File: src/cpm_map.svh
`ifndef CPM_MAP_SVH
`define CPM_MAP_SVH

// memory mapped registers tied to address generation
`define CPM_OFS_POINTED_DATA   8'h0e
`define CPM_OFS_POINTER        8'h0f
`define CPM_OFS_PAGE_SELECT    8'h1f

// reset values
`define CPM_RST_ACC            8'h00
`define CPM_RST_PC             14'h3ffd
`define CPM_RST_SHADOW         14'h3ffd
`define CPM_RST_FLAG           1'b0
`define CPM_RST_POINTER        8'h00
`define CPM_RST_PAGE           8'h00

// page window bounds and layout
`define CPM_WIN_LO             14'h00c0
`define CPM_WIN_HI             14'h00ff
`define CPM_WIN_OFS_W          6
`define CPM_DIRECT_HI_ZERO     6'h00

// flag register bit positions
`define CPM_FLAG_C             0
`define CPM_FLAG_Z             1

// operand sign bit and the zero and one byte constants
`define CPM_SIGN_BIT           7
`define CPM_ZERO_BYTE          8'h00
`define CPM_ONE_BYTE           8'h01

`endif

File: src/cpm_pkg.sv
package cpm_pkg;

	typedef enum logic [4:0] {
		CPM_OP_NOP        = 5'b00000,
		CPM_OP_LOAD       = 5'b00001,
		CPM_OP_STORE      = 5'b00010,
		CPM_OP_COPY       = 5'b00011,
		CPM_OP_ADD        = 5'b00100,
		CPM_OP_SUB        = 5'b00101,
		CPM_OP_CMP        = 5'b00110,
		CPM_OP_AND        = 5'b00111,
		CPM_OP_OR         = 5'b01000,
		CPM_OP_XOR        = 5'b01001,
		CPM_OP_INC        = 5'b01010,
		CPM_OP_DEC        = 5'b01011,
		CPM_OP_SHL        = 5'b01100,
		CPM_OP_SHR        = 5'b01101,
		CPM_OP_ROL        = 5'b01110,
		CPM_OP_ROR        = 5'b01111,
		CPM_OP_CARRY_ONE  = 5'b10000,
		CPM_OP_CARRY_ZERO = 5'b10001,
		CPM_OP_BIT_ONE    = 5'b10010,
		CPM_OP_BIT_ZERO   = 5'b10011,
		CPM_OP_BRANCH     = 5'b10100,
		CPM_OP_JUMP       = 5'b10101,
		CPM_OP_CALL_ABS   = 5'b10110,
		CPM_OP_CALL_REL   = 5'b10111,
		CPM_OP_RETURN     = 5'b11000,
		CPM_OP_SWAP_HIGH  = 5'b11001,
		CPM_OP_SWAP_LOW   = 5'b11010,
		CPM_OP_DEC_LOOP   = 5'b11011
	} cpm_op_t;

	typedef enum logic [2:0] {
		CPM_CC_ALWAYS       = 3'b000,
		CPM_CC_EQUAL        = 3'b001,
		CPM_CC_NOT_EQUAL    = 3'b010,
		CPM_CC_CARRY_ZERO   = 3'b011,
		CPM_CC_CARRY_ONE    = 3'b100
	} cpm_cond_t;

endpackage

File: src/cpm_core_regs.sv
// Strobed register access is this design's own decision.
`timescale 1ns/1ps
`include "cpm_map.svh"

// Overview of operation
// - 8-bit accumulator is the main data register, zero at reset.
// - 14-bit program counter steps by one on each instruction or operand fetch.
// - program counter comes out of reset at 3ffd.
// - jump, taken branch and return load a target instead of stepping.
// - both call forms save the return address in the 14-bit shadow register.
// - return copies the shadow register into the program counter.
// - shadow register comes out of reset at 3ffd.
// - two swaps exchange accumulator with shadow high part or low part.
// - two-bit flag register unreadable by program, reachable only via debug port.
// - reset clears zero and carry flags.
// - zero flag tracks zero result of load, store, move, arithmetic, logic, shifts.
// - add sets carry on unsigned overflow.
// - subtract or compare sets carry when memory operand exceeds register.
// - bit-test branches copy the tested bit into carry.
// - dedicated operations force carry to one or zero.
// - shifts and rotates are 9-bit through carry; rotates feed old carry in.
// - equal branches use only zero flag; carry branches use only carry.
// - accumulator and accumulator-with-memory operations except compare write the accumulator.
// - memory copy and decrement loop never read or change the accumulator.
// - data port, pointer and page select sit at 0e, 0f and 1f.
// - data port accesses go to the direct-page location held in the pointer.
// - page select picks which part of memory shows in window c0 to ff.
// - relative branch adds sign-extended 8-bit offset to the program counter.
module cpm_core_regs import cpm_pkg::*; #(
	parameter int ADDR_W = 14,
	parameter int DATA_W = 8
) (
	// clock, reset, enable
	input  wire logic               clock_in,
	input  wire logic               resetn_in,
	input  wire logic               ce_in,
	// operation port from the sequencer
	input  wire logic               op_valid_in,
	input  wire cpm_op_t            op_in,
	input  wire cpm_cond_t          cond_in,
	input  wire logic [DATA_W-1:0]  operand_in,
	input  wire logic [DATA_W-1:0]  offset_in,
	input  wire logic [ADDR_W-1:0]  target_in,
	input  wire logic [2:0]         bit_sel_in,
	input  wire logic               fetch_in,
	// core data address translation
	input  wire logic [ADDR_W-1:0]  core_addr_in,
	output logic      [ADDR_W-1:0]  mem_addr_out,
	// register bus
	input  wire logic [7:0]         bus_addr_in,
	input  wire logic [DATA_W-1:0]  bus_wdata_in,
	input  wire logic               bus_wr_in,
	input  wire logic               bus_rd_in,
	output logic      [DATA_W-1:0]  bus_rdata_out,
	// pointed location access
	input  wire logic [DATA_W-1:0]  pointed_rdata_in,
	output logic      [ADDR_W-1:0]  pointed_addr_out,
	output logic      [DATA_W-1:0]  pointed_wdata_out,
	output logic                    pointed_wr_out,
	// memory result of store, copy and loop decrement
	output logic      [DATA_W-1:0]  result_out,
	output logic                    result_we_out,
	output logic                    taken_out,
	// debug access to internal state
	input  wire logic               dbg_flag_we_in,
	input  wire logic [1:0]         dbg_flag_in,
	output logic      [1:0]         flag_out,
	output logic      [DATA_W-1:0]  acc_out,
	output logic      [ADDR_W-1:0]  pc_out,
	output logic      [ADDR_W-1:0]  shadow_out
);

	if (ADDR_W != 14 || DATA_W != 8) begin : g_check
		$error("cpm_core_regs supports only 14-bit addresses and 8-bit data");
	end

	logic [DATA_W-1:0] acc;
	logic [ADDR_W-1:0] program_counter;
	logic [ADDR_W-1:0] shadow_return_register;
	logic              zero_flag;
	logic              carry_flag;
	logic [DATA_W-1:0] pointer_register;
	logic [DATA_W-1:0] page_window_select;

	logic [DATA_W-1:0] next_acc;
	logic              next_zero;
	logic              next_carry;
	logic [ADDR_W-1:0] next_pc;
	logic [ADDR_W-1:0] next_shadow;
	logic [DATA_W-1:0] next_result;
	logic              next_result_we;
	logic              next_taken;
	logic [DATA_W:0]   wide;
	logic [ADDR_W-1:0] rel_target;
	logic              exec;

	// maps a core address onto the pointed location or the page window
	function automatic logic [ADDR_W-1:0] cpm_xlate(
		input logic [ADDR_W-1:0] a,
		input logic [DATA_W-1:0] ptr,
		input logic [DATA_W-1:0] page
	);
		if (a == ADDR_W'(`CPM_OFS_POINTED_DATA))
			cpm_xlate = {`CPM_DIRECT_HI_ZERO, ptr};
		else if (a >= `CPM_WIN_LO && a <= `CPM_WIN_HI)
			cpm_xlate = {page, a[`CPM_WIN_OFS_W-1:0]};
		else
			cpm_xlate = a;
	endfunction

	function automatic logic cpm_cond_met(
		input cpm_cond_t c,
		input logic      z,
		input logic      cy
	);
		case (c)
			CPM_CC_ALWAYS:     cpm_cond_met = 1'b1;
			CPM_CC_EQUAL:      cpm_cond_met = z;
			CPM_CC_NOT_EQUAL:  cpm_cond_met = !z;
			CPM_CC_CARRY_ZERO: cpm_cond_met = !cy;
			CPM_CC_CARRY_ONE:  cpm_cond_met = cy;
			default:           cpm_cond_met = 1'b0;
		endcase
	endfunction

	assign exec = ce_in && op_valid_in;
	// relative target counts from the already stepped program counter
	assign rel_target = program_counter + {{(ADDR_W-DATA_W){offset_in[`CPM_SIGN_BIT]}}, offset_in};

	always_comb begin
		next_acc = acc;
		next_zero = zero_flag;
		next_carry = carry_flag;
		next_pc = fetch_in ? program_counter + ADDR_W'(1) : program_counter;
		next_shadow = shadow_return_register;
		next_result = result_out;
		next_result_we = 1'b0;
		next_taken = 1'b0;
		wide = '0;
		case (op_in)
			CPM_OP_LOAD: begin
				next_acc = operand_in;
				next_zero = (operand_in == `CPM_ZERO_BYTE);
			end
			CPM_OP_STORE: begin
				next_result = acc;
				next_result_we = 1'b1;
				next_zero = (acc == `CPM_ZERO_BYTE);
			end
			CPM_OP_COPY: begin
				next_result = operand_in;
				next_result_we = 1'b1;
				next_zero = (operand_in == `CPM_ZERO_BYTE);
			end
			CPM_OP_ADD: begin
				wide = {1'b0, acc} + {1'b0, operand_in};
				next_acc = wide[DATA_W-1:0];
				next_carry = wide[DATA_W];
				next_zero = (wide[DATA_W-1:0] == `CPM_ZERO_BYTE);
			end
			CPM_OP_SUB, CPM_OP_CMP: begin
				wide = {1'b0, acc} - {1'b0, operand_in};
				if (op_in == CPM_OP_SUB)
					next_acc = wide[DATA_W-1:0];
				next_carry = (operand_in > acc);
				next_zero = (wide[DATA_W-1:0] == `CPM_ZERO_BYTE);
			end
			CPM_OP_AND, CPM_OP_OR, CPM_OP_XOR: begin
				if (op_in == CPM_OP_AND)
					wide = {1'b0, acc & operand_in};
				else if (op_in == CPM_OP_OR)
					wide = {1'b0, acc | operand_in};
				else
					wide = {1'b0, acc ^ operand_in};
				next_acc = wide[DATA_W-1:0];
				next_zero = (wide[DATA_W-1:0] == `CPM_ZERO_BYTE);
			end
			CPM_OP_INC, CPM_OP_DEC: begin
				if (op_in == CPM_OP_INC)
					wide = {1'b0, acc + `CPM_ONE_BYTE};
				else
					wide = {1'b0, acc - `CPM_ONE_BYTE};
				next_acc = wide[DATA_W-1:0];
				next_zero = (wide[DATA_W-1:0] == `CPM_ZERO_BYTE);
			end
			CPM_OP_SHL, CPM_OP_ROL: begin
				// nine-bit view: carry takes the bit leaving the top
				wide = {acc, (op_in == CPM_OP_ROL) ? carry_flag : 1'b0};
				next_acc = wide[DATA_W-1:0];
				next_carry = wide[DATA_W];
				next_zero = (wide[DATA_W-1:0] == `CPM_ZERO_BYTE);
			end
			CPM_OP_SHR, CPM_OP_ROR: begin
				wide = {acc[0], (op_in == CPM_OP_ROR) ? carry_flag : 1'b0, acc[DATA_W-1:1]};
				next_acc = wide[DATA_W-1:0];
				next_carry = wide[DATA_W];
				next_zero = (wide[DATA_W-1:0] == `CPM_ZERO_BYTE);
			end
			CPM_OP_CARRY_ONE:  next_carry = 1'b1;
			CPM_OP_CARRY_ZERO: next_carry = 1'b0;
			CPM_OP_BIT_ONE, CPM_OP_BIT_ZERO: begin
				next_carry = operand_in[bit_sel_in];
				next_taken = operand_in[bit_sel_in] == (op_in == CPM_OP_BIT_ONE);
				if (next_taken)
					next_pc = rel_target;
			end
			CPM_OP_BRANCH: begin
				next_taken = cpm_cond_met(cond_in, zero_flag, carry_flag);
				if (next_taken)
					next_pc = rel_target;
			end
			CPM_OP_JUMP: begin
				next_pc = target_in;
				next_taken = 1'b1;
			end
			CPM_OP_CALL_ABS: begin
				next_shadow = program_counter;
				next_pc = target_in;
				next_taken = 1'b1;
			end
			CPM_OP_CALL_REL: begin
				next_shadow = program_counter;
				next_pc = rel_target;
				next_taken = 1'b1;
			end
			CPM_OP_RETURN: begin
				next_pc = shadow_return_register;
				next_taken = 1'b1;
			end
			CPM_OP_SWAP_HIGH: begin
				// only six bits of the high part exist; upper two read zero
				next_acc = DATA_W'(shadow_return_register[ADDR_W-1:DATA_W]);
				next_shadow = {acc[ADDR_W-DATA_W-1:0], shadow_return_register[DATA_W-1:0]};
			end
			CPM_OP_SWAP_LOW: begin
				next_acc = shadow_return_register[DATA_W-1:0];
				next_shadow = {shadow_return_register[ADDR_W-1:DATA_W], acc};
			end
			CPM_OP_DEC_LOOP: begin
				// loop counter lives in memory, accumulator untouched
				next_result = operand_in - `CPM_ONE_BYTE;
				next_result_we = 1'b1;
				next_taken = (operand_in != `CPM_ONE_BYTE);
				if (next_taken)
					next_pc = rel_target;
			end
			default: ;
		endcase
	end

	always_ff @(posedge clock_in or negedge resetn_in) begin
		if (!resetn_in) begin
			acc <= `CPM_RST_ACC;
			program_counter <= `CPM_RST_PC;
			shadow_return_register <= `CPM_RST_SHADOW;
		end else if (exec) begin
			acc <= next_acc;
			program_counter <= next_pc;
			shadow_return_register <= next_shadow;
		end else if (ce_in && fetch_in) begin
			program_counter <= program_counter + ADDR_W'(1);
		end
	end

	// debug write loses to a same-cycle operation so results are never dropped
	always_ff @(posedge clock_in or negedge resetn_in) begin
		if (!resetn_in) begin
			zero_flag <= `CPM_RST_FLAG;
			carry_flag <= `CPM_RST_FLAG;
		end else if (exec) begin
			zero_flag <= next_zero;
			carry_flag <= next_carry;
		end else if (ce_in && dbg_flag_we_in) begin
			zero_flag <= dbg_flag_in[`CPM_FLAG_Z];
			carry_flag <= dbg_flag_in[`CPM_FLAG_C];
		end
	end

	always_ff @(posedge clock_in or negedge resetn_in) begin
		if (!resetn_in) begin
			result_out <= `CPM_ZERO_BYTE;
			result_we_out <= 1'b0;
			taken_out <= 1'b0;
		end else if (ce_in) begin
			result_out <= exec ? next_result : result_out;
			result_we_out <= exec && next_result_we;
			taken_out <= exec && next_taken;
		end
	end

	// mapped registers; flags deliberately have no bus address
	always_ff @(posedge clock_in or negedge resetn_in) begin
		if (!resetn_in) begin
			pointer_register <= `CPM_RST_POINTER;
			page_window_select <= `CPM_RST_PAGE;
		end else if (ce_in && bus_wr_in) begin
			if (bus_addr_in == `CPM_OFS_POINTER)
				pointer_register <= bus_wdata_in;
			if (bus_addr_in == `CPM_OFS_PAGE_SELECT)
				page_window_select <= bus_wdata_in;
		end
	end

	always_ff @(posedge clock_in or negedge resetn_in) begin
		if (!resetn_in) begin
			bus_rdata_out <= `CPM_ZERO_BYTE;
			pointed_wr_out <= 1'b0;
			pointed_wdata_out <= `CPM_ZERO_BYTE;
		end else if (ce_in) begin
			pointed_wr_out <= bus_wr_in && bus_addr_in == `CPM_OFS_POINTED_DATA;
			if (bus_wr_in && bus_addr_in == `CPM_OFS_POINTED_DATA)
				pointed_wdata_out <= bus_wdata_in;
			if (!bus_rd_in)
				bus_rdata_out <= `CPM_ZERO_BYTE;
			else if (bus_addr_in == `CPM_OFS_POINTED_DATA)
				bus_rdata_out <= pointed_rdata_in;
			else if (bus_addr_in == `CPM_OFS_POINTER)
				bus_rdata_out <= pointer_register;
			else if (bus_addr_in == `CPM_OFS_PAGE_SELECT)
				bus_rdata_out <= page_window_select;
			else
				bus_rdata_out <= `CPM_ZERO_BYTE;
		end
	end

	always_ff @(posedge clock_in or negedge resetn_in) begin
		if (!resetn_in) begin
			mem_addr_out <= '0;
			pointed_addr_out <= '0;
		end else if (ce_in) begin
			mem_addr_out <= cpm_xlate(core_addr_in, pointer_register, page_window_select);
			pointed_addr_out <= cpm_xlate(ADDR_W'(`CPM_OFS_POINTED_DATA), next_ptr_view(), page_window_select);
		end
	end

	function automatic logic [DATA_W-1:0] next_ptr_view();
		next_ptr_view = (bus_wr_in && bus_addr_in == `CPM_OFS_POINTER) ? bus_wdata_in
			: pointer_register;
	endfunction

	assign acc_out = acc;
	assign pc_out = program_counter;
	assign shadow_out = shadow_return_register;
	assign flag_out = {zero_flag, carry_flag};

	property p_load_acc;
		@(posedge clock_in) disable iff (!resetn_in)
		exec && op_in == CPM_OP_LOAD |=> acc == $past(operand_in)
			&& zero_flag == ($past(operand_in) == `CPM_ZERO_BYTE);
	endproperty
	a_load_acc: assert property (p_load_acc) else $error("load result wrong");

	property p_fetch_step;
		@(posedge clock_in) disable iff (!resetn_in)
		ce_in && fetch_in && !op_valid_in |=> program_counter == $past(program_counter) + 14'h1;
	endproperty
	a_fetch_step: assert property (p_fetch_step) else $error("pc did not step");

	property p_call_return;
		@(posedge clock_in) disable iff (!resetn_in)
		exec && op_in == CPM_OP_CALL_ABS ##1 exec && op_in == CPM_OP_RETURN
			|=> program_counter == $past(program_counter, 2);
	endproperty
	a_call_return: assert property (p_call_return) else $error("return address lost");

	property p_add_carry;
		@(posedge clock_in) disable iff (!resetn_in)
		exec && op_in == CPM_OP_ADD |=> carry_flag ==
			(({1'b0, $past(acc)} + {1'b0, $past(operand_in)}) > 9'h0ff);
	endproperty
	a_add_carry: assert property (p_add_carry) else $error("add carry wrong");

	property p_sub_borrow;
		@(posedge clock_in) disable iff (!resetn_in)
		exec && op_in == CPM_OP_CMP |=> carry_flag == ($past(operand_in) > $past(acc))
			&& $stable(acc);
	endproperty
	a_sub_borrow: assert property (p_sub_borrow) else $error("compare borrow wrong");

	property p_bit_copy;
		@(posedge clock_in) disable iff (!resetn_in)
		exec && (op_in == CPM_OP_BIT_ONE || op_in == CPM_OP_BIT_ZERO)
			|=> carry_flag == $past(operand_in[bit_sel_in]) && $stable(zero_flag);
	endproperty
	a_bit_copy: assert property (p_bit_copy) else $error("tested bit not in carry");

	property p_rotate_left;
		@(posedge clock_in) disable iff (!resetn_in)
		exec && op_in == CPM_OP_ROL |=> acc == {$past(acc[`CPM_SIGN_BIT-1:0]), $past(carry_flag)}
			&& carry_flag == $past(acc[`CPM_SIGN_BIT]);
	endproperty
	a_rotate_left: assert property (p_rotate_left) else $error("rotate wrong");

	property p_equal_branch;
		@(posedge clock_in) disable iff (!resetn_in)
		exec && op_in == CPM_OP_BRANCH && cond_in == CPM_CC_EQUAL
			|=> taken_out == $past(zero_flag);
	endproperty
	a_equal_branch: assert property (p_equal_branch) else $error("equal branch wrong");

	property p_loop_keeps_acc;
		@(posedge clock_in) disable iff (!resetn_in)
		exec && (op_in == CPM_OP_DEC_LOOP || op_in == CPM_OP_COPY) |=> $stable(acc);
	endproperty
	a_loop_keeps_acc: assert property (p_loop_keeps_acc) else $error("acc disturbed");

	property p_window;
		@(posedge clock_in) disable iff (!resetn_in)
		ce_in && core_addr_in >= `CPM_WIN_LO && core_addr_in <= `CPM_WIN_HI
			|=> mem_addr_out == {$past(page_window_select),
				$past(core_addr_in[`CPM_WIN_OFS_W-1:0])};
	endproperty
	a_window: assert property (p_window) else $error("window address wrong");

endmodule

File: config.mk
export PLATFORM = sky130hd
export DESIGN_NAME = cpm_core_regs
export DESIGN_NICKNAME = d
export VERILOG_FILES = /design/src/cpm_pkg.sv /design/src/cpm_core_regs.sv
export VERILOG_INCLUDE_DIRS = /design/src
export SDC_FILE = /design/constraint.sdc
export NUM_CORES = 1
export LEC_CHECK = 0
export BUFFER_PORTS_ARGS = -buffer_cell sky130_fd_sc_hd__clkbuf_2
export CORE_MARGIN = 8
export CORE_UTILIZATION = 30
export DETAILED_ROUTE_END_ITERATION = 10
export MAX_ROUTING_LAYER = met4
export PLACE_DENSITY = 0.5
export SLEW_MARGIN = 10
export SYNTH_ARGS = -nofsm -noshare
export SYNTH_HDL_FRONTEND = slang
export SYNTH_SLANG_ARGS = --single-unit
File: constraint.sdc
create_clock -name clock_in -period 4.3 [get_ports clock_in]
set_input_delay 0.645 -clock clock_in [delete_from_list [all_inputs] [get_ports clock_in]]
set_output_delay 0.645 -clock clock_in [all_outputs]
set_load 0.005 [all_outputs]
* Word level (Yosys, flattened, before mapping)
Cells that the tools add are included.
** Cells by class
- Eq/ne operators :: 40
- Muxes and demuxes :: 37
- Add/sub/neg operators :: 7
- Bitwise logic cells :: 5
- Order comparisons :: 4
- Reduce and logical (&&, ||, !) cells :: 46
** Operators with widths (count)
- 2-to-1 mux 14 bit :: 8
- 2-to-1 mux 8 bit :: 11
- one-hot mux 14 bit (6 select lines) :: 1
- one-hot mux 8 bit (9 select lines) :: 1
- zero test 8 bit :: 8
- == test 5 bit (second input constant) :: 12
- one-hot mux 14 bit (3 select lines) :: 1
- == test 5 x 4 -> 1 bit (second input constant) :: 8
- one-hot mux 8 bit (3 select lines) :: 1
- == test 5 x 3 -> 1 bit (second input constant) :: 4
- == test 8 x 4 -> 1 bit (second input constant) :: 2
- inequality test 8 x 1 -> 1 bit (second input constant) :: 2
- OR reduction 2 bit :: 8
- subtractor 8 x 1 -> 8 bit (second input constant) :: 2
- adder 14 x 1 -> 14 bit (second input constant) :: 1
- adder 14 bit :: 1
- == test 14 x 4 -> 1 bit (second input constant) :: 1
- greater-or-equal comparator 14 x 8 -> 1 bit (second input constant) :: 1
- <= comparator 14 x 8 -> 1 bit (second input constant) :: 1
- AND reduction 3 bit :: 4
- == test 5 x 2 -> 1 bit (second input constant) :: 2
- AND reduction 2 bit :: 5
- adder 8 x 8 -> 9 bit :: 1
- logical AND 1 bit :: 9
- other kinds (29) :: 44
** Storage, ports and cells
- Bits in registers :: 103
- Word-level logic and storage cells :: 155
- Output and inout bits :: 93

* Longest topological paths before layout
Gate-level depths: netlist of the first run.
- Word-level depth :: 7
- Mapped depth :: 14
- Mapped depth without buffers :: 12

* Least setup slack after synthesis of the first run
OpenSTA, ideal clock, no wires.
- Kind :: input -> register
- Start :: in op_in[4]
- End :: reg acc[6], in the netlist acc_out[6]
- Slack :: 1.118 ns
- Setup time :: 0.127 ns
- Data arrival time :: 3.055 ns
- Buffers on the path :: 2
- Stages on the path :: 13
- Cells stage by stage :: buf_2 -> buf_1 -> nor3b_2 -> nand3_1 -> ha_1 -> nor2b_1 -> nor3_1 -> o21bai_1 -> a21oi_1 -> xor2_1 -> o22ai_1 -> a211oi_1 -> o31ai_1
** Between the ends
- Longest elaborated chain between the ends :: 5
- Elaborated cells between the ends (all ways) :: 29
- Classes of those cells :: 16 x eq/ne; 6 x mux; 7 x reduce/logical
** RTL lines
- from (decl) :: line cpm_core_regs.sv:39 : input wire cpm_op_t op_in,
- == test 5 x 4 -> 1 bit :: line cpm_core_regs.sv:140, cpm_core_regs.sv:171
- 2-to-1 mux 8 bit :: line cpm_core_regs.sv:171 : else if (op_in == CPM_OP_OR)
- 2-to-1 mux 8 bit :: line cpm_core_regs.sv:169 : if (op_in == CPM_OP_AND)
- 2-to-1 mux 8 bit :: line cpm_core_regs.sv:140 : case (op_in)
- one-hot mux 8 bit (9 select lines) :: line cpm_core_regs.sv:140
- to (signal assigned) :: line cpm_core_regs.sv:253 : acc <= `CPM_RST_ACC;
- to (signal assigned) :: line cpm_core_regs.sv:257 : acc <= next_acc;
- to (decl) :: line cpm_core_regs.sv:77 : logic [DATA_W-1:0] acc;
Several ways; a longest one is shown, not always the timed one. The select of a mux whose other input is x is not followed.
A chain may end at the register's enable or synchronous reset.

* Worst setup path in the final report of the first run
- Start :: in op_in[2]
- End :: reg acc[6], in the netlist acc_out[6]
The elaborated chain is that of the path after synthesis.

==> results.cfg, run 1 <==
[outcome]
status = completed

[grt]
grt_pass1_wl_um = 50500
grt_max_degree = 72
grt_pass1_vias = 8501
overflow = 0
antenna_found_initial = 0
grt_use_total = 0.199

[synth]
ys_top_cells_by_count = nor2_1, a21oi_1, dfrtp_1
yosys.cell_count.top_type = nor2_1
synth_cell_types = 80
synth_area_sq_mm = 0.00836
ys_warn_count = 0
synth_area_leaders = dfrtp_1, dfstp_2, ha_1
synth-edff-count = 0
synth_flop_cell = dfrtp_1
synth_largest_area_cell = dfrtp_1
ys_ff_latch = 103
async_reset_ff_frac = 1.00
synth_area_per_cell_sq_um = 8.25
syn_inst = 1013
synth_top_area_share = 0.231
yosysSeqAreaShare = 0.312

[setup_path]
r2r_slack_ns = 1.17
crit_chain = clkbuf_2, nor3b_2, nand3_1, ha_1, nor2b_1, nor3_1, o21bai_1, a21oi_1, xor2_1, o22ai_1, a211oi_1, o31ai_1
critPathSlowestCell = ha_1
crit_path_end_kind = flop
worstPathArrival_ns = 3.44
crit_fanout = 20
critPathRequiredTime_ns = 4.54
critPathMaxStageDelay_ns = 0.47
startpoint_type = primary input
path_class = in2reg

[floorplan]
die-area_sq_mm = 0.0335
start_util = 0.303
core-area_sq_mm = 0.0276
die_width_um = 183
rows = 61
die_y_um = 183
ios = 182

[route]
via_per_inst = 5.48
postRouteAntennaNets = 0
drt-initial-drc-count = 713
drtPass1Iterations = 5
drc = 0
wirelength_um = 33300
route.vias.total = 8458
wl_per_cell_um = 21.5

[power_and_ir_drop]
switching_share = 0.437
power.leakage_nw = 4.42
power.share.sequential = 0.350
p_clk_frac = 0.215
pwr-share-comb = 0.434
p_sw_mw = 1.84
power_density_mw_per_mm2 = 425
power.internal_mw = 2.37
max-vdd-ir-drop_mv = 0.195
p_total_mw = 4.21

[clock_tree]
path_clk_slew_ns = 0.09
cts_buffers = 9
clock-sinks = 103
clock_latency_ns = 0.37
clock_path_buffers = 2
cts_root_buffer = clkbuf_16
ctsHoldBuffers = 0
cts_tree = yes
postCtsSetupBuffers = 0
ctsResizeCount = 0
htreeDepth = 3

[placement]
numPortBuffers = 175
place_congestion = 0.950
dp_hpwl_um = 25800

[timing]
grt_setup_unrepaired = no
finalSetupViolations = 0
skew_ns = 0.0194
tightest_slew_ns = 1.11
period_share = 0.745
slew_violations = 0
fmax_ghz = 0.312
finalHoldViolCount = 0
slew-limit-headroom = 0.255
layout_min_cycle_time_ns = 3.20
fin_setup_tns_ns = 0

[min_path]
hold_path_class = in2async

[cells_and_area]
num_antenna_cells = 0
finish.utilization = 0.358
fin_nets = 1302
drive_above_1_share = 0.239
syn2layout_area_growth_pct = 18.4

[run]
maxCapViolations = 0
flip-flops by register name (all words and copies together), names as in the netlist:
name,count
pointed_wr_out,1
mem_addr_out,14
carry_flag,1
zero_flag,1
page_window_select,8
bus_rdata_out,8
acc_out,8
pointed_addr_out,8
pointed_wdata_out,8
result_out,8
pc_out,14
shadow_out,14
pointer_register,8
taken_out,1
result_we_out,1
layout by cell type (no fill, tap or decap), drive strengths merged, types with 26 or more instances in the layout:
cell type	netlist	routed
a21oi	102	102
clkbuf	38	183
dfrtp	77	77
dfstp	26	26
ha	48	48
inv	51	56
nand2	65	65
nand3	28	28
nor2	122	122
nor3	26	26
o21ai	69	69
metrics by stage:
step	instance area (sq um)	instances	hold WS, ns	setup WS, ns
after floorplan	8380	1018	0.349	1.12
after global placement	9590	1528	0.464	0.812
after detailed placement	9590	1528	0.471	0.731
after CTS	9900	1544	0.438	1.12
after global routing	9900	1544	0.429	0.740
final	9900	1544	0.356	1.10
worst max-delay path, delay by kind of cell:
family / cells / cell delay [ns]
simple gates: 4 / 1.16
compound gates: 5 / 0.70
fa+ha+maj: 1 / 0.47
buf+inv: 1 / 0.24
xor+xnor: 1 / 0.22
cell type report:
| class | instances | area (sq um) |
|---|---|---|
| Fill cell | 2996 | 17700 |
| Multi-Input combinational cell | 802 | 5300 |
| Sequential cell | 103 | 2610 |
| Timing Repair Buffer | 193 | 1010 |
| Tap cell | 378 | 473 |
| Clock buffer | 9 | 225 |
| Inverter | 52 | 195 |
| Clock inverter | 7 | 88.8 |
cell families after synthesis:
group,share of synthesized area
compound gates,0.254
simple gates,0.185
buf+inv,0.0572
flops,0.312
fa+ha+maj,0.0814
mux,0.0633
xor+xnor,0.0471
other cells,0.000449
routing by layer:
metal / part of all wire / routed length, um / global-route usage / vias to the layer above
li1: - / - / - / 4016
met1: 0.44 / 14700 / 0.256 / 4091
met2: 0.47 / 15700 / 0.316 / 293
met3: 0.059 / 1960 / 0.0321 / 58
met4: 0.028 / 924 / 0.0680 / 0
met5: 0 / 0 / - / -
power groups by stage:
stage	Clock, mW	Sequential [mW]	Combinational (mW)
floorplan	0	1.38	1.18
global placement	0	1.49	1.82
detailed placement	0	1.49	1.82
CTS	0.927	1.47	1.83
global route	0.966	1.50	2.03
finish	0.907	1.48	1.83
worst paths after layout:
path                               start  depth (start not counted)       endpoint
max in group asynchronous      resetn_in                          2  result_out[3]
setup reg to reg               pc_out[2]                          9     pc_out[12]
setup / recovery                op_in[2]                         12     acc_out[6]
min in group clock_in      result_out[7]                          1  result_out[7]
hold reg to reg            result_out[7]                          1  result_out[7]
hold / removal                 resetn_in                          1     acc_out[7]
No activity file was read; power rests on OpenSTA's default activity.
==> run 2, diff against run 1 <==
--- a/config.mk
+++ b/config.mk
@@ -11,7 +11,7 @@
 export CORE_UTILIZATION = 30
 export DETAILED_ROUTE_END_ITERATION = 10
 export MAX_ROUTING_LAYER = met4
-export PLACE_DENSITY = 0.5
+export PLACE_DENSITY = 0.52
 export SLEW_MARGIN = 10
 export SYNTH_ARGS = -nofsm -noshare
 export SYNTH_HDL_FRONTEND = slang
==> constraint.sdc (replaced) <==
create_clock -name clock_in -period 2.6 [get_ports clock_in]
set_input_delay 0.39 -clock clock_in [delete_from_list [all_inputs] [get_ports clock_in]]
set_output_delay 0.39 -clock clock_in [all_outputs]
set_load 0.005 [all_outputs]
==> run 2 against run 1 <==
The run now ends with setup timing left. Power increased by 79%. Via count is 6.2% higher. Combinational power increased by 110%. Critical endpoint is now pc_out[12]. Sequential cell count stayed put. Global-route usage grew 0.38 points. Non-clock buffer count rose by 122. Register-to-register slack got worse by 1.3 ns. Final area up 12%. Worst setup slack worse by 1.2 ns. Critical path depth decreased by 1. Largest cell class unchanged. Highest routed layer unchanged. Die area stayed put. Worst hold slack got worse by 0.047 ns.
==> results.cfg, run 2 (synthesized netlist as in run 1, its figures left out) <==
[outcome]
status = complete, but fails checks
violations = setup timing

[clock_tree]
path_clk_slew_ns = 0.09
cts_buffers = 9
htreeDepth = 3
clock_path_buffers = 2
clock_latency_ns = 0.37
clock-sinks = 103
cts_tree = yes
cts_root_buffer = clkbuf_16

[min_path]
hold_depth = 2
hold_path_class = in2reg
hold_path_end = pointed_wdata_out[4]
hp-start = bus_wdata_in[4]

[timing]
finalHoldViolCount = 0
hold_slack_ns = 0.309
slew-limit-headroom = 0.311
tightest_slew_ns = 1.03
grt_setup_unrepaired = yes
fmax_ghz = 0.372
layout_min_cycle_time_ns = 2.69
finalWorstSetupSlack_ns = -0.0858
skew_ns = 0.0207
finalSetupViolations = 3
slew_violations = 0
period_share = 1.03
fin_setup_tns_ns = -0.124

[placement]
dp_hpwl_um = 27000
placed_cells = 1648
numPortBuffers = 175
place_congestion = 0.966

[power_and_ir_drop]
power.leakage_nw = 5.08
power_density_mw_per_mm2 = 680
max-vdd-ir-drop_mv = 0.358

[grt]
overflow = 0
grt_pass1_vias = 8920
grt_use_total = 0.203
antenna_found_initial = 0
grt_max_degree = 53
grt_pass1_wl_um = 52200

[cells_and_area]
syn2layout_area_growth_pct = 32.5
num_antenna_cells = 0
drive_above_1_share = 0.328
final_cell_mix = clkbuf_2, buf_4, nor2_1
instances_no_fill = 1666
fin_nets = 1424
final_common_cell = clkbuf_2
fillCellCount = 2966

[route]
postRouteAntennaNets = 0
via_per_inst = 5.39
route.vias.total = 8981
wirelength_um = 34000
drt-initial-drc-count = 850
drc = 0
drtPass1Iterations = 5
wl_per_cell_um = 20.4

[setup_path]
r2r-start = pc_out[0]
worstPathArrival_ns = 2.96
reg2reg_depth = 11
startpoint_type = flop
r2r_slack_ns = -0.09
path_class = reg2reg
critPathRequiredTime_ns = 2.87
crit_path_end_kind = flop
crit_fanout = 2
r2r_end = pc_out[12]

[floorplan]
ios = 182
start_util = 0.303
die-area_sq_mm = 0.0335
die_width_um = 183
core-area_sq_mm = 0.0276
die_y_um = 183
rows = 61

[run]
maxCapViolations = 0
==> run 2: cell types whose count changed in the layout (fill, tap and decap cells not counted), moves of 3 or more <==
| cell | before | now |
|---|---|---|
| ha_1 | 48 | 42 |
| ha_4 | 0 | 6 |
| buf_4 | 19 | 135 |
| a211oi_2 | 0 | 3 |
| buf_12 | 0 | 5 |
| a211oi_1 | 14 | 11 |
==> run 2: cell type report <==
class                   instances  area [sq um]  area share
multi-input cells             802          5480       0.495
clock buffers                   9           225      0.0203
flip-flops and latches        103          2610       0.236
clock inverters                 7          91.3     0.00825
repair buffers                315          1990       0.180
inverters                      52           195      0.0176
well taps                     378           473      0.0427
==> run 2: worst max-delay path by stage <==
stage | start | endpoint | slack [ns]
6_report | pc_out[0] | pc_out[12] | -0.09
5_1_grt | pc_out[0] | pc_out[12] | -0.16
4_1_cts | pc_out[2] | pc_out[12] | -0.11
3_5_place_dp | offset_in[0] | pc_out[12] | -0.34
3_3_place_gp | offset_in[0] | pc_out[12] | -0.26
2_1_floorplan | op_in[4] | acc_out[6] | -0.03
==> run 2: per-layer routing <==
metal | track usage | vias to the layer above | routed length [um]
met5 | - | - | 0
met4 | 0.0498 | 0 | 654
met3 | 0.0184 | 46 | 1480
met2 | 0.335 | 287 | 16500
met1 | 0.266 | 4392 | 15300
li1 | - | 4256 | -
==> run 2: repair_timing <==
| item | 4_1_cts | 5_1_grt |
|---|---|---|
| pin swaps | 1 | 11 |
| resized for setup | 4 | 16 |
| hold buffers | 1 | 0 |
| buffers inserted | 0 | 1 |
| setup endpoints to repair | 3 | 11 |
| endpoints found under the hold margin | 21 | 0 |
| cloned | 0 | 0 |
==> run 2: power breakdown <==
group,switching (mW),total [mW],internal [mW]
registers,0.306,2.26,1.95
logic,2.06,3.76,1.70
clock network,0.799,1.50,0.702
total,3.17,7.53,4.36
==> run 2: worst max-delay path, stage by stage, from the launching register on <==
cell and delay (ns):
dfstp_2 0.40, ha_4 0.16, inv_2 0.06, fa_2 0.23
nor2b_4 0.05, o31a_1 0.31, or4_4 0.43, a31o_4 0.24
a31o_4 0.25, xor2_4 0.17, o22ai_2 0.08, o31ai_1 0.22
==> run 2: metrics by stage <==
step / utilization / worst slack (ns) / area [sq um] / power [mW]
finish: 0.401 / -0.0858 / 11100 / 7.53
CTS: 0.397 / -0.112 / 11000 / 7.47
global placement: 0.385 / -0.262 / 10600 / 5.88
detailed placement: 0.385 / -0.343 / 10600 / 5.91
global route: 0.401 / -0.161 / 11100 / 7.98
floorplan: - / -0.0328 / 8490 / 4.29
